--- src/rtl/xor_tree_defines.vh ---
// Purpose: Constants for the board-level XOR-tree solder test port
// Assumes: Included by bare name from the design files
// Notes:   Instruction codes are 8 bits wide
`ifndef XOR_TREE_DEFINES_VH
`define XOR_TREE_DEFINES_VH

`define IR_WIDTH        8
`define IR_XOR_TREE     8'h08
`define IR_BYPASS       8'hff
`define IR_RESET_VALUE  8'h01
`define IR_CAPTURE      8'h01

// Test-port controller states
`define TS_RESET        4'h0
`define TS_IDLE         4'h1
`define TS_SEL_DR       4'h2
`define TS_CAP_DR       4'h3
`define TS_SHIFT_DR     4'h4
`define TS_EXIT1_DR     4'h5
`define TS_PAUSE_DR     4'h6
`define TS_EXIT2_DR     4'h7
`define TS_UPD_DR       4'h8
`define TS_SEL_IR       4'h9
`define TS_CAP_IR       4'ha
`define TS_SHIFT_IR     4'hb
`define TS_EXIT1_IR     4'hc
`define TS_PAUSE_IR     4'hd
`define TS_EXIT2_IR     4'he
`define TS_UPD_IR       4'hf

`endif

--- src/rtl/pin_sync.v ---
// Purpose: Three-stage synchroniser with agreement filter for one pin
// Assumes: Pin is asynchronous to clk
// Notes:   Output changes only when stages two and three agree
`include "xor_tree_defines.vh"

module pin_sync #(
   parameter RESET_LEVEL = 1'b0
) (
   // Clock and reset
   input  wire clk,
   input  wire nrst,
   // Pin and result
   input  wire pin,
   output reg  level
);

   reg s1;
   reg s2;
   reg s3;

   always @(posedge clk) begin
      if (!nrst) begin
         s1    <= RESET_LEVEL;
         s2    <= RESET_LEVEL;
         s3    <= RESET_LEVEL;
         level <= RESET_LEVEL;
      end else begin
         s1 <= pin;
         s2 <= s1;
         s3 <= s2;
         if (s2 == s3) begin
            level <= s3;
         end
      end
   end

endmodule

--- src/rtl/xor_tree_test_port.v ---
// Purpose: Test port with 8-bit instruction register and XOR-tree solder test
// Assumes: Test clock and all pins are asynchronous to clk; control pins are sampled by it, tree balls are not
// Notes:   Tree path to the data-out pin is combinational; every other
//          output is registered
`include "xor_tree_defines.vh"

module xor_tree_test_port #(
   parameter TREE_WIDTH = 53
) (
   // Clock and reset
   input  wire                  clk,
   input  wire                  nrst,
   // Test-port pins, shared with functional pins
   input  wire                  test_port_reset_pin,
   input  wire                  display_channel_data_pin,
   input  wire                  serial_data_pin,
   input  wire                  serial_clock_pin,
   output reg                   hot_plug_detect_pin_out,
   output reg                   hot_plug_detect_pin_oe,
   // Link reference clock pair, qualifies the I/Os
   input  wire                  cpu_link_ref_clock_p,
   input  wire                  cpu_link_ref_clock_n,
   // Tree input balls
   input  wire [TREE_WIDTH-1:0] tree_in,
   // Mode indications to the rest of the chip
   output reg                   tree_mode,
   output reg                   pins_input_only,
   output reg                   tree_ready,
   output reg                   io_enable,
   output reg  [`IR_WIDTH-1:0]  instruction
);

   // ---------------------------------------------------------------
   // Pin sampling
   // ---------------------------------------------------------------
   wire tmode_s;
   wire tms_s;
   wire tdi_s;
   wire tck_s;
   wire refp_s;
   wire refn_s;

   // Reset pin is active high: it holds the test port in reset
   pin_sync #(.RESET_LEVEL(1'b1)) u_rst (.clk(clk), .nrst(nrst),
      .pin(test_port_reset_pin), .level(tmode_s));
   pin_sync #(.RESET_LEVEL(1'b1)) u_tms (.clk(clk), .nrst(nrst),
      .pin(display_channel_data_pin), .level(tms_s));
   pin_sync #(.RESET_LEVEL(1'b0)) u_tdi (.clk(clk), .nrst(nrst),
      .pin(serial_data_pin), .level(tdi_s));
   pin_sync #(.RESET_LEVEL(1'b0)) u_tck (.clk(clk), .nrst(nrst),
      .pin(serial_clock_pin), .level(tck_s));
   pin_sync #(.RESET_LEVEL(1'b0)) u_rfp (.clk(clk), .nrst(nrst),
      .pin(cpu_link_ref_clock_p), .level(refp_s));
   pin_sync #(.RESET_LEVEL(1'b0)) u_rfn (.clk(clk), .nrst(nrst),
      .pin(cpu_link_ref_clock_n), .level(refn_s));

   reg  tck_q;
   wire tck_rise = tck_s & ~tck_q;
   wire tck_fall = ~tck_s & tck_q;

   // ---------------------------------------------------------------
   // Test-port controller
   // ---------------------------------------------------------------
   reg [3:0]           state;
   reg [3:0]           next_state;
   reg [`IR_WIDTH-1:0] ir_shift;
   reg                 bypass_bit;
   reg                 tdo_shift;
   reg                 shifting;

   // Controller states, binary codes from the header
   localparam [3:0] TEST_RESET = `TS_RESET;
   localparam [3:0] RUN_IDLE   = `TS_IDLE;
   localparam [3:0] SELECT_DR  = `TS_SEL_DR;
   localparam [3:0] CAPTURE_DR = `TS_CAP_DR;
   localparam [3:0] SHIFT_DR   = `TS_SHIFT_DR;
   localparam [3:0] EXIT1_DR   = `TS_EXIT1_DR;
   localparam [3:0] PAUSE_DR   = `TS_PAUSE_DR;
   localparam [3:0] EXIT2_DR   = `TS_EXIT2_DR;
   localparam [3:0] UPDATE_DR  = `TS_UPD_DR;
   localparam [3:0] SELECT_IR  = `TS_SEL_IR;
   localparam [3:0] CAPTURE_IR = `TS_CAP_IR;
   localparam [3:0] SHIFT_IR   = `TS_SHIFT_IR;
   localparam [3:0] EXIT1_IR   = `TS_EXIT1_IR;
   localparam [3:0] PAUSE_IR   = `TS_PAUSE_IR;
   localparam [3:0] EXIT2_IR   = `TS_EXIT2_IR;
   localparam [3:0] UPDATE_IR  = `TS_UPD_IR;

   // Code in force after this test-clock edge; going straight from
   // Update-IR to Run-Test/Idle must already see the new code
   wire [`IR_WIDTH-1:0] next_instruction = (state == UPDATE_IR)  ? ir_shift :
                                           (state == TEST_RESET) ? `IR_RESET_VALUE :
                                           instruction;

   always @* begin
      case (state)
         TEST_RESET: next_state = tms_s ? TEST_RESET : RUN_IDLE;
         RUN_IDLE:   next_state = tms_s ? SELECT_DR  : RUN_IDLE;
         SELECT_DR:  next_state = tms_s ? SELECT_IR  : CAPTURE_DR;
         CAPTURE_DR: next_state = tms_s ? EXIT1_DR   : SHIFT_DR;
         SHIFT_DR:   next_state = tms_s ? EXIT1_DR   : SHIFT_DR;
         EXIT1_DR:   next_state = tms_s ? UPDATE_DR  : PAUSE_DR;
         PAUSE_DR:   next_state = tms_s ? EXIT2_DR   : PAUSE_DR;
         EXIT2_DR:   next_state = tms_s ? UPDATE_DR  : SHIFT_DR;
         UPDATE_DR:  next_state = tms_s ? SELECT_DR  : RUN_IDLE;
         SELECT_IR:  next_state = tms_s ? TEST_RESET : CAPTURE_IR;
         CAPTURE_IR: next_state = tms_s ? EXIT1_IR   : SHIFT_IR;
         SHIFT_IR:   next_state = tms_s ? EXIT1_IR   : SHIFT_IR;
         EXIT1_IR:   next_state = tms_s ? UPDATE_IR  : PAUSE_IR;
         PAUSE_IR:   next_state = tms_s ? EXIT2_IR   : PAUSE_IR;
         EXIT2_IR:   next_state = tms_s ? UPDATE_IR  : SHIFT_IR;
         UPDATE_IR:  next_state = tms_s ? SELECT_DR  : RUN_IDLE;
         default:    next_state = TEST_RESET;
      endcase
   end

   // Reset pin acts without a test-clock edge, as an async reset would
   always @(posedge clk) begin
      if (!nrst) begin
         tck_q       <= 1'b0;
         state       <= TEST_RESET;
         ir_shift    <= `IR_RESET_VALUE;
         instruction <= `IR_RESET_VALUE;
         bypass_bit  <= 1'b0;
         tdo_shift   <= 1'b0;
         shifting    <= 1'b0;
         tree_ready  <= 1'b0;
      end else begin
         tck_q <= tck_s;
         if (tmode_s) begin
            state       <= TEST_RESET;
            instruction <= `IR_RESET_VALUE;
            ir_shift    <= `IR_RESET_VALUE;
            shifting    <= 1'b0;
            tree_ready  <= 1'b0;
         end else begin
            if (tck_rise) begin
               state <= next_state;
               case (state)
                  CAPTURE_IR: ir_shift <= `IR_CAPTURE;
                  SHIFT_IR:   ir_shift <= {tdi_s, ir_shift[`IR_WIDTH-1:1]};
                  CAPTURE_DR: bypass_bit <= 1'b0;
                  SHIFT_DR:   bypass_bit <= tdi_s;
                  UPDATE_IR: begin
                     instruction <= ir_shift;
                     tree_ready  <= 1'b0;
                  end
                  TEST_RESET: instruction <= `IR_RESET_VALUE;
                  default: begin
                  end
               endcase
               // Initialisation completes on reaching Run-Test/Idle
               if (next_state == RUN_IDLE && next_instruction == `IR_XOR_TREE) begin
                  tree_ready <= 1'b1;
               end
            end
            if (tck_fall) begin
               shifting  <= (state == SHIFT_IR) || (state == SHIFT_DR);
               tdo_shift <= (state == SHIFT_IR) ? ir_shift[0] : bypass_bit;
            end
         end
      end
   end

   // ---------------------------------------------------------------
   // I/O enable from reference clock activity
   // ---------------------------------------------------------------
   reg refp_q;

   always @(posedge clk) begin
      if (!nrst) begin
         refp_q    <= 1'b0;
         io_enable <= 1'b0;
      end else begin
         refp_q <= refp_s;
         // Enabled once the pair is seen complementary and toggling
         if (tmode_s) begin
            io_enable <= 1'b0;
         end else if (refp_s != refp_q && refp_s != refn_s) begin
            io_enable <= 1'b1;
         end
      end
   end

   // ---------------------------------------------------------------
   // Tree and data-out pin
   // ---------------------------------------------------------------
   // Reduction XOR has no notion of order; start pin joins unsynchronised
   wire tree_out = serial_data_pin ^ (^tree_in);

   wire tree_sel = (instruction == `IR_XOR_TREE) && !tmode_s;

   always @(posedge clk) begin
      if (!nrst) begin
         tree_mode       <= 1'b0;
         pins_input_only <= 1'b0;
         hot_plug_detect_pin_oe <= 1'b0;
      end else begin
         tree_mode       <= tree_sel;
         pins_input_only <= tree_sel;
         hot_plug_detect_pin_oe <= tree_sel || shifting;
      end
   end

   // Registered mux select, combinational tree data into the pin
   always @* begin
      if (tree_mode) begin
         hot_plug_detect_pin_out = tree_out;
      end else begin
         hot_plug_detect_pin_out = tdo_shift;
      end
   end

endmodule

--- config.mk ---
export PLATFORM = sky130hd
export DESIGN_NAME = xor_tree_test_port
export DESIGN_NICKNAME = d
export VERILOG_FILES = /design/src/rtl/pin_sync.v /design/src/rtl/xor_tree_test_port.v
export VERILOG_INCLUDE_DIRS = /design/src /design/src/rtl
export SDC_FILE = /design/constraint.sdc
export NUM_CORES = 1
export LEC_CHECK = 0
export ABC_AREA = 0
export BUFFER_PORTS_ARGS = -buffer_cell sky130_fd_sc_hd__buf_4
export CAP_MARGIN = 15
export CORE_ASPECT_RATIO = 1.2
export CORE_MARGIN = 2
export CORE_UTILIZATION = 40
export CTS_BUF_LIST = sky130_fd_sc_hd__clkbuf_4
export DETAILED_ROUTE_END_ITERATION = 7
export PLACE_DENSITY_LB_ADDON = 0.2
export SLEW_MARGIN = 5
export SYNTH_ARGS = -nofsm -noshare
export SYNTH_HDL_FRONTEND = slang
export SYNTH_SLANG_ARGS = --single-unit
export TNS_END_PERCENT = 30
--- constraint.sdc ---
create_clock -name clk -period 2.2 [get_ports clk]
set_input_delay 0.11 -clock clk [delete_from_list [all_inputs] [get_ports clk]]
set_output_delay 0.11 -clock clk [all_outputs]
set_load 0.01 [all_outputs]
* After elaboration in Yosys (flattened, before gate mapping)
Index checks and enable logic that the tools add are counted.
Word-level totals: input port bits 61, RAM bits 0, logic and storage cells 112, output and inout bits 14, memories 0, bits in read-only memories 0, bits in latches 0, register bits 53
Cells by class: bitwise operators 7, multiplexer cells 22, equal/unequal tests 26, shift operators 0, $lt $le $gt $ge 0, $mul 0, add/subtract/negate cells 0, reductions and logical operators 21, div/mod/pow operators 0
Operator list (count):
- 53-bit parity | 1
- 4-bit case mux with 12 select lines | 1
- 4-bit == test (second input constant) | 8
- 8-bit case mux with 2 select lines | 2
- 4-bit by 3-bit == test with 1-bit output (second input constant) | 4
- 8-bit by 4-bit == test with 1-bit output (second input constant) | 2
- 4-bit 2-to-1 mux | 4
- 8-bit 2-to-1 mux | 2
- 4-bit by 1-bit == test with 1-bit output (second input constant) | 2
- 4-bit by 2-bit == test with 1-bit output (second input constant) | 2
- 2-bit AND reduction | 4
- 2-bit nonzero test | 4
- 1-bit 2-to-1 mux | 7
- 1-bit == test | 6
- 2-bit 2-to-1 mux | 3
- 3-bit 2-to-1 mux | 2
- 2-bit OR reduction | 3
- 4-bit zero test | 1
- 1-bit inverter | 4
- 1-bit logical AND | 3
- 3-bit AND reduction | 1
- 3-bit OR reduction | 1
- 1-bit AND | 2
- 1-bit logical OR | 2
- other kinds (4) | 5

* Logic depth before layout (Yosys ltp)
Gate-level depths: netlist of run 1.
depth in word-level cells 7, depth in mapped cells 7, depth with buffers taken out 6

* Modules after synthesis
A second synthesis of run 1 with hierarchy kept.
Unflattened totals: cell total of the unflattened synthesis 293, area total of the unflattened synthesis 2588.7 um^2
Modules (own cells, without submodules):
- xor_tree_test_port | cells each 233, area each 1898.1 um^2, times used 1, sequential area each 580.6 um^2
- pin_sync at u_rfn ... | cells each 10, area each 116.4 um^2, times used 4, sequential area each 80.1 um^2
- pin_sync at u_rst ... | cells each 10, area each 112.6 um^2, times used 2, sequential area each 80.1 um^2

* Worst setup path before layout of run 1
Ideal clock, no wire load.
path kind input-to-output, start input port tree_in[19], end output port hot_plug_detect_pin_out, required time 2090 ps, stages on the path 6, path slack 709 ps, data arrival time 1381 ps, buffers on the path 0, cells stage by stage xor2_1 xnor2_1 xnor2_1 xnor3_1 xnor3_1 a21oi_1
On the way: word-level cells in the longest chain between the ends 3
Ends and longest elaborated chain:
- from (decl) | line xor_tree_test_port.v:24 | input wire [TREE_WIDTH-1:0] tree_in,
- 53-bit parity | line xor_tree_test_port.v:189 | wire tree_out = serial_data_pin ^ (^tree_in);
- 1-bit bitwise XOR | line xor_tree_test_port.v:189
- 1-bit 2-to-1 mux | line xor_tree_test_port.v:207 | if (tree_mode) begin
- to (decl) | line xor_tree_test_port.v:18 | output reg hot_plug_detect_pin_out,
No other way between the ends.

* Final worst setup path of run 1
start input port serial_data_pin, end output port hot_plug_detect_pin_out
On the way: word-level cells in the longest chain between the ends 2
Ends and longest elaborated chain:
- from (decl) | line xor_tree_test_port.v:16 | input wire serial_data_pin,
- 1-bit bitwise XOR | line xor_tree_test_port.v:189
- 1-bit 2-to-1 mux | line xor_tree_test_port.v:207
No other way between the ends.

==> results of run 1 <==
==> what timing repair did <==
action / CTS / global route
endpoints found under the hold margin: 6 / 0
hold buffers: 6 / 0
resized for setup: 0 / 1
endpoints found under the setup margin: 0 / 1
==> cell type report <==
| cell class | instances | area (um2) |
|---|---|---|
| clock inverter | 3 | 43.79 |
| tap | 82 | 102.6 |
| multi-input combinational | 212 | 1378 |
| fill | 596 | 2753 |
| clock buffer | 5 | 37.54 |
| timing repair buffer | 86 | 660.6 |
| sequential | 53 | 1061 |
| inverter | 4 | 15.01 |
==> how the worst max path moves through the flow <==
stage	slack, ns	start	cells after the start	endpoint
2_1_floorplan	0.71	tree_in[19]	6	hot_plug_detect_pin_out
3_3_place_gp	0.49	tree_in[19]	8	hot_plug_detect_pin_out
3_5_place_dp	0.49	state[3]$_SDFFE_PP0P_	6	tree_ready$_SDFFE_PP0P_
4_1_cts	0.08	serial_data_pin	9	hot_plug_detect_pin_out
5_1_grt	0.03	serial_data_pin	9	hot_plug_detect_pin_out
6_report	0.12	serial_data_pin	9	hot_plug_detect_pin_out
==> power breakdown <==
part / internal (mW) / total, mW / leakage [nW] / switching [mW]
logic: 0.302 / 0.452 / 0.781 / 0.151
clock network: 0.242 / 0.549 / 0.0456 / 0.307
registers: 0.974 / 0.979 / 0.430 / 0.00501
total: 1.52 / 1.98 / 1.26 / 0.463
==> cell usage after synthesis, drive strengths merged <==
cell type	number
o21a	1
nor2b	3
or3	2
xnor2	45
buf	2
o2111ai	2
o211a	1
o22ai	1
dfxtp	53
nand4	2
and2	14
nand2	24
xor2	6
nand2b	9
a22oi	7
or2b	1
a211oi	2
and3	1
o21ai	15
a221oi	2
nor4	2
nor2	24
clkbuf	12
a21oi	14
o31a	1
xnor3	2
o31ai	2
mux2i	1
a21o	1
inv	4
or2	2
a31oi	3
nor4b	1
a21boi	5
and4	1
nand3	10
nor3	5
==> through the flow <==
step / util, % / std cells
6_report: 54.51 / 445
3_5_place_dp: 52.11 / 431
3_3_place_gp: 52.11 / 431
4_1_cts: 54.45 / 445
5_1_grt: 54.51 / 445
2_1_floorplan: - / 283
==> worst register-to-register path, stage by stage (launching register included) <==
cell and delay [ns]:
dfxtp_1 0.64, or2_1 0.22, o31ai_1 0.08, or3_1 0.37, a221oi_2 0.25, a21oi_1 0.06
nor2_1 0.08
==> cells by family after synthesis <==
logic type	after synthesis	share of synthesized area, %
muxes	1	0.3988
buffers and inverters	18	2.991
DFF	53	42.27
xor gates and xnor gates	53	19.89
AOI/OAI and AO/OA	57	14.56
and+or+nand+nor	101	19.89
==> per-layer routing <==
metal	up-vias	GRT usage, %
met2	72	27.36
met3	10	2.600
li1	1113	-
met1	975	17.81
met4	0	7.121
met5	-	0
==> results.py, run 1 <==
metrics = {
    "yosys": {
        "synth_top_cell_area_share_pct": 42.27,
        "yosys.area.top_type": "dfxtp_1",
        "syn_nets": 344,
        "yosysSeqAreaShare_pct": 42.27,
        "synthTopCellsByArea": "dfxtp_1 (42%), xnor2_1 (15%), nand2_1 (3.6%)",
        "netlist_instances": 283,
        "synth_area_mm2": 0.002510,
        "avgSynthCellArea_um2": 8.869,
        "yosys_register_bits": 53,
        "yosysUniqueCellTypes": 40,
        "ys_warn_count": 0,
    },
    "pwr": {
        "ir_worst_vdd_uv": 369.9,
        "leakage_nw": 1.257,
        "cellPowerDensity_mw_per_mm2": 600.4,
        "total_power_mw": 1.980,
    },
    "sta": {
        "slew_headroom_pct": 66.51,
        "fin_crit_ns": 2.080,
        "setup_viol": 0,
        "hold_violations": 0,
        "worst_pin_slew_ns": 0.5023,
        "timing.fmax_mhz": 480.7,
        "skew_ns": 0.01278,
        "final_max_slew_viol_count": 0,
        "setup_tns_ns": 0,
        "fin_hold_ws_ns": 0.03461,
        "rsz0062_at_grt": "no",
        "setup_slack_ns": 0.1198,
        "fin_crit_sh_pct": 94.56,
    },
    "final_layout": {
        "top_regs": "instruction (8), ir_shift (8), state (4)",
        "layout_common_cells": "buf_4 (80), dfxtp_1 (53), xnor2_1 (44)",
        "n_antenna_cell": 0,
        "fin_nets": 423,
        "area_delta_synth_final_pct": 31.41,
        "layout-drive-gt1-share_pct": 25.34,
        "layout_commonest_cell": "buf_4",
        "final_cell_area_mm2": 0.003298,
    },
    "global_routing": {
        "grt_pass1_vias": 2066,
        "overflow": 0,
        "grt_max_degree": 32,
        "antenna_found_initial": 0,
        "grt_usage_pct": 15.36,
        "grt_first_pass_wirelength_mm": 8.845,
    },
    "clock_tree": {
        "htreeDepth": 2,
        "tritoncts": "built",
        "cts_root_buf": "clkbuf_4",
        "cts_buffer_depth": 2,
        "postCtsSetupBuffers": 0,
        "clk-insertion-delay-late_ns": 0.38,
        "cts_sinks": 53,
        "clkTransAtPathRegs_ns": 0.15,
        "cts_buffers": 5,
    },
    "floorplanning": {
        "start_util_pct": 41.48,
        "core_mm2": 0.006051,
        "die_x_um": 76.31,
        "die_area_mm2": 0.006927,
        "num_rows": 31,
        "ios": 75,
        "die_h_um": 90.78,
    },
    "setup_path": {
        "path_class": "in -> out",
        "crit_buf_inv": 3,
        "crit_chain": "dlygate4sd3_1 > buf_4 > xor2_1 > xnor2_1 > xnor2_1 > xnor3_1 > xnor3_1 > a21oi_2 > buf_4",
        "reg2reg_from": "state[3]$_SDFFE_PP0P_",
        "critPathTopFamily": "XOR/XNOR gates",
        "timing.reg2reg.setup_slack_ns": 0.44,
        "cp_max_fo": 2,
        "required_ns": 2.09,
        "r2r.worst_path.cells": 6,
        "crit_arrival_ns": 1.97,
        "endpoint_kind": "primary output",
        "timing.rr.end": "tree_ready$_SDFFE_PP0P_",
        "cp_slowest_cell": "dlygate4sd3_1",
        "start_kind": "input port",
        "max_stage_delay_ns": 0.54,
    },
    "min_path": {
        "min-delay-start": "nrst",
        "hold_path_end": "u_rst.s2$_SDFF_PN1_",
        "min-delay-path-class": "in -> reg",
        "hold_depth": 2,
    },
    "route": {
        "drt_iter0_drc": 155,
        "met1_length_mm": 2.143,
        "detail-route-antenna-nets": 0,
        "wl_per_cell_um": 11.48,
        "drt_first_pass_iters": 4,
        "routed_via_density": 4.876,
        "routed-via-count": 2170,
        "postRouteWirelength_mm": 5.107,
        "highest_layer": "met4",
        "wl_met3_um": 258,
        "wl_met2_mm": 2.607,
        "drcViolationCount": 0,
    },
    "placed_design": {
        "globalplace.congestion": 0.8806,
        "dp_slack_ns": 0.4875,
        "dpl_cell_area_mm2": 0.003153,
        "dp_hpwl_mm": 3.945,
        "place.port_buffers": 74,
    },
    "outcome": {
        "status": "completed",
    },
    "job": {
        "maxCapViolations": 0,
    },
}
(Power assumes the default switching activity.)
==> run 2: changes to the inputs <==
clock period = 1.76 ns   (was 2.2 ns; I/O delays follow)
==> run 2 against run 1 <==
Net effect: flip-flop and latch count unchanged; die area unchanged; largest power group unchanged; sequential power grew 25%; wire length grew 2.3%; clock-buffer cell count stayed put; critical endpoint unchanged.
==> results.py, run 2 (same netlist as run 1, synthesis figures left out) <==
metrics = {
    "outcome": {
        "status": "completed",
    },
    "setup_path": {
        "max_stage_delay_ns": 0.41,
        "path_class": "in -> out",
        "start_kind": "input port",
        "crit_chain": "buf_4 > xor2_1 > xnor2_1 > xnor2_1 > xnor3_1 > xnor3_1 > a21oi_1 > buf_4",
        "cp_slowest_cell": "xnor3_1",
        "crit_arrival_ns": 1.58,
        "required_ns": 1.67,
        "endpoint_kind": "primary output",
        "cp_max_fo": 1,
    },
    "route": {
        "drcViolationCount": 0,
        "routed_via_density": 4.878,
        "detail-route-antenna-nets": 0,
        "wl_per_cell_um": 11.64,
        "routed-via-count": 2190,
        "postRouteWirelength_mm": 5.226,
        "drt_iter0_drc": 158,
        "drt_first_pass_iters": 4,
    },
    "global_routing": {
        "use_met3_pct": 3.500,
        "grt_usage_pct": 15.43,
        "met1_usage_pct": 17.52,
        "antenna_found_initial": 0,
        "grt_pass1_vias": 2054,
        "overflow": 0,
        "grt_max_degree": 32,
        "grt_first_pass_wirelength_mm": 8.776,
        "met2_usage_pct": 28.24,
        "busiest_layer": "met2",
    },
    "pwr": {
        "switching_share_pct": 23.27,
        "power.share.clock_pct": 28.1,
        "cellPowerDensity_mw_per_mm2": 741.9,
        "p_int_mw": 1.896,
        "total_power_mw": 2.471,
        "combPwrFrac_pct": 22.4,
        "leakage_nw": 1.279,
        "ir_worst_vdd_uv": 662.3,
        "power.share.sequential_pct": 49.5,
        "p_switching_mw": 0.5750,
    },
    "clock_tree": {
        "tritoncts": "built",
        "clkTransAtPathRegs_ns": 0.16,
        "clk-insertion-delay-late_ns": 0.37,
        "cts_sinks": 53,
        "postCtsSetupBuffers": 0,
        "cts_buffers": 5,
        "cts_root_buf": "clkbuf_4",
        "htreeDepth": 2,
        "cts_buffer_depth": 2,
    },
    "final_layout": {
        "area_delta_synth_final_pct": 32.70,
        "top_regs": "instruction (8), ir_shift (8), state (4)",
        "postLayoutCoreUtil_pct": 55.05,
        "layout_commonest_cell": "buf_4",
        "layout_common_cells": "buf_4 (84), dfxtp_1 (53), xnor2_1 (44)",
        "layout-drive-gt1-share_pct": 26.16,
        "fin_nets": 427,
        "n_antenna_cell": 0,
    },
    "floorplanning": {
        "core_mm2": 0.006051,
        "die_x_um": 76.31,
        "die_h_um": 90.78,
        "ios": 75,
        "num_rows": 31,
        "start_util_pct": 41.48,
        "die_area_mm2": 0.006927,
    },
    "sta": {
        "slew_headroom_pct": 70.44,
        "worst_pin_slew_ns": 0.4429,
        "setup_slack_ns": 0.09222,
        "fin_crit_sh_pct": 94.76,
        "setup_viol": 0,
        "fin_crit_ns": 1.668,
        "hold_violations": 0,
        "rsz0062_at_grt": "yes",
        "timing.fmax_mhz": 599.6,
        "final_max_slew_viol_count": 0,
        "skew_ns": 0.01101,
    },
    "placed_design": {
        "globalplace.congestion": 0.8520,
        "place.port_buffers": 74,
        "dp_slack_ns": 0.07205,
        "dp_hpwl_mm": 3.893,
    },
    "min_path": {
        "min-delay-path-class": "in -> reg",
    },
    "job": {
        "maxCapViolations": 0,
    },
}
-- run 2: layout make-up --
class | count | area [um2]
Sequential cell | 53 | 1061
Fill cell | 610 | 2720
Clock inverter | 3 | 43.79
Multi-Input combinational cell | 212 | 1380
Inverter | 4 | 15.01
Timing Repair Buffer | 90 | 690.7
Tap cell | 82 | 102.6
Clock buffer | 5 | 37.54
-- run 2: worst paths after layout --
path | from | to | slack, ns | depth (start not counted)
worst max-delay path | tree_in[19] | hot_plug_detect_pin_out | 0.09 | 8
worst min-delay path | nrst | u_rst.s3$_SDFF_PN1_ | 0.02 | 2
worst max register to register | instruction[7]$_SDFFE_PP0P_ | tree_ready$_SDFFE_PP0P_ | 0.13 | 6
worst min register to register | u_tms.s1$_SDFF_PN1_ | u_tms.s2$_SDFF_PN1_ | 0.42 | 1
-- run 2: power by group through the flow --
| stage | combinational, mW | sequential [mW] | clock [mW] |
|---|---|---|---|
| floorplan | 0.398 | 1.25 | 0 |
| global placement | 0.540 | 1.25 | 0 |
| detailed placement | 0.548 | 1.25 | 0 |
| CTS | 0.562 | 1.22 | 0.714 |
| global route | 0.604 | 1.23 | 0.764 |
| finish | 0.554 | 1.22 | 0.693 |
-- run 2: layer usage --
layer	vias up	routed length, um
met1	998	2224
met4	0	69
met3	6	236
li1	1127	-
met5	-	0
met2	59	2696
-- run 2: per-stage QoR --
stage	hold WS (ns)	instance area, um2	setup TNS (ns)	cells
3_5_place_dp	0.2763	3183	0	435
6_report	0.02478	3331	0	449
3_3_place_gp	0.2709	3183	0	435
5_1_grt	0.01894	3331	-0.009467	449
4_1_cts	0.01333	3324	0	449
2_1_floorplan	0.1895	2510	0	283
-- run 2: repair_timing --
action                                  4_1_cts  5_1_grt
resized for setup                             0        1
endpoints found under the setup margin        0        2
hold buffers                                  6        0
hold endpoints to repair                      6        0
-- run 2: worst max-delay path: cells and delay by family --
kind	cells	cell delay, ns
compound gates	1	0.16
buf+inv	2	0.25
xor+xnor	5	1.09
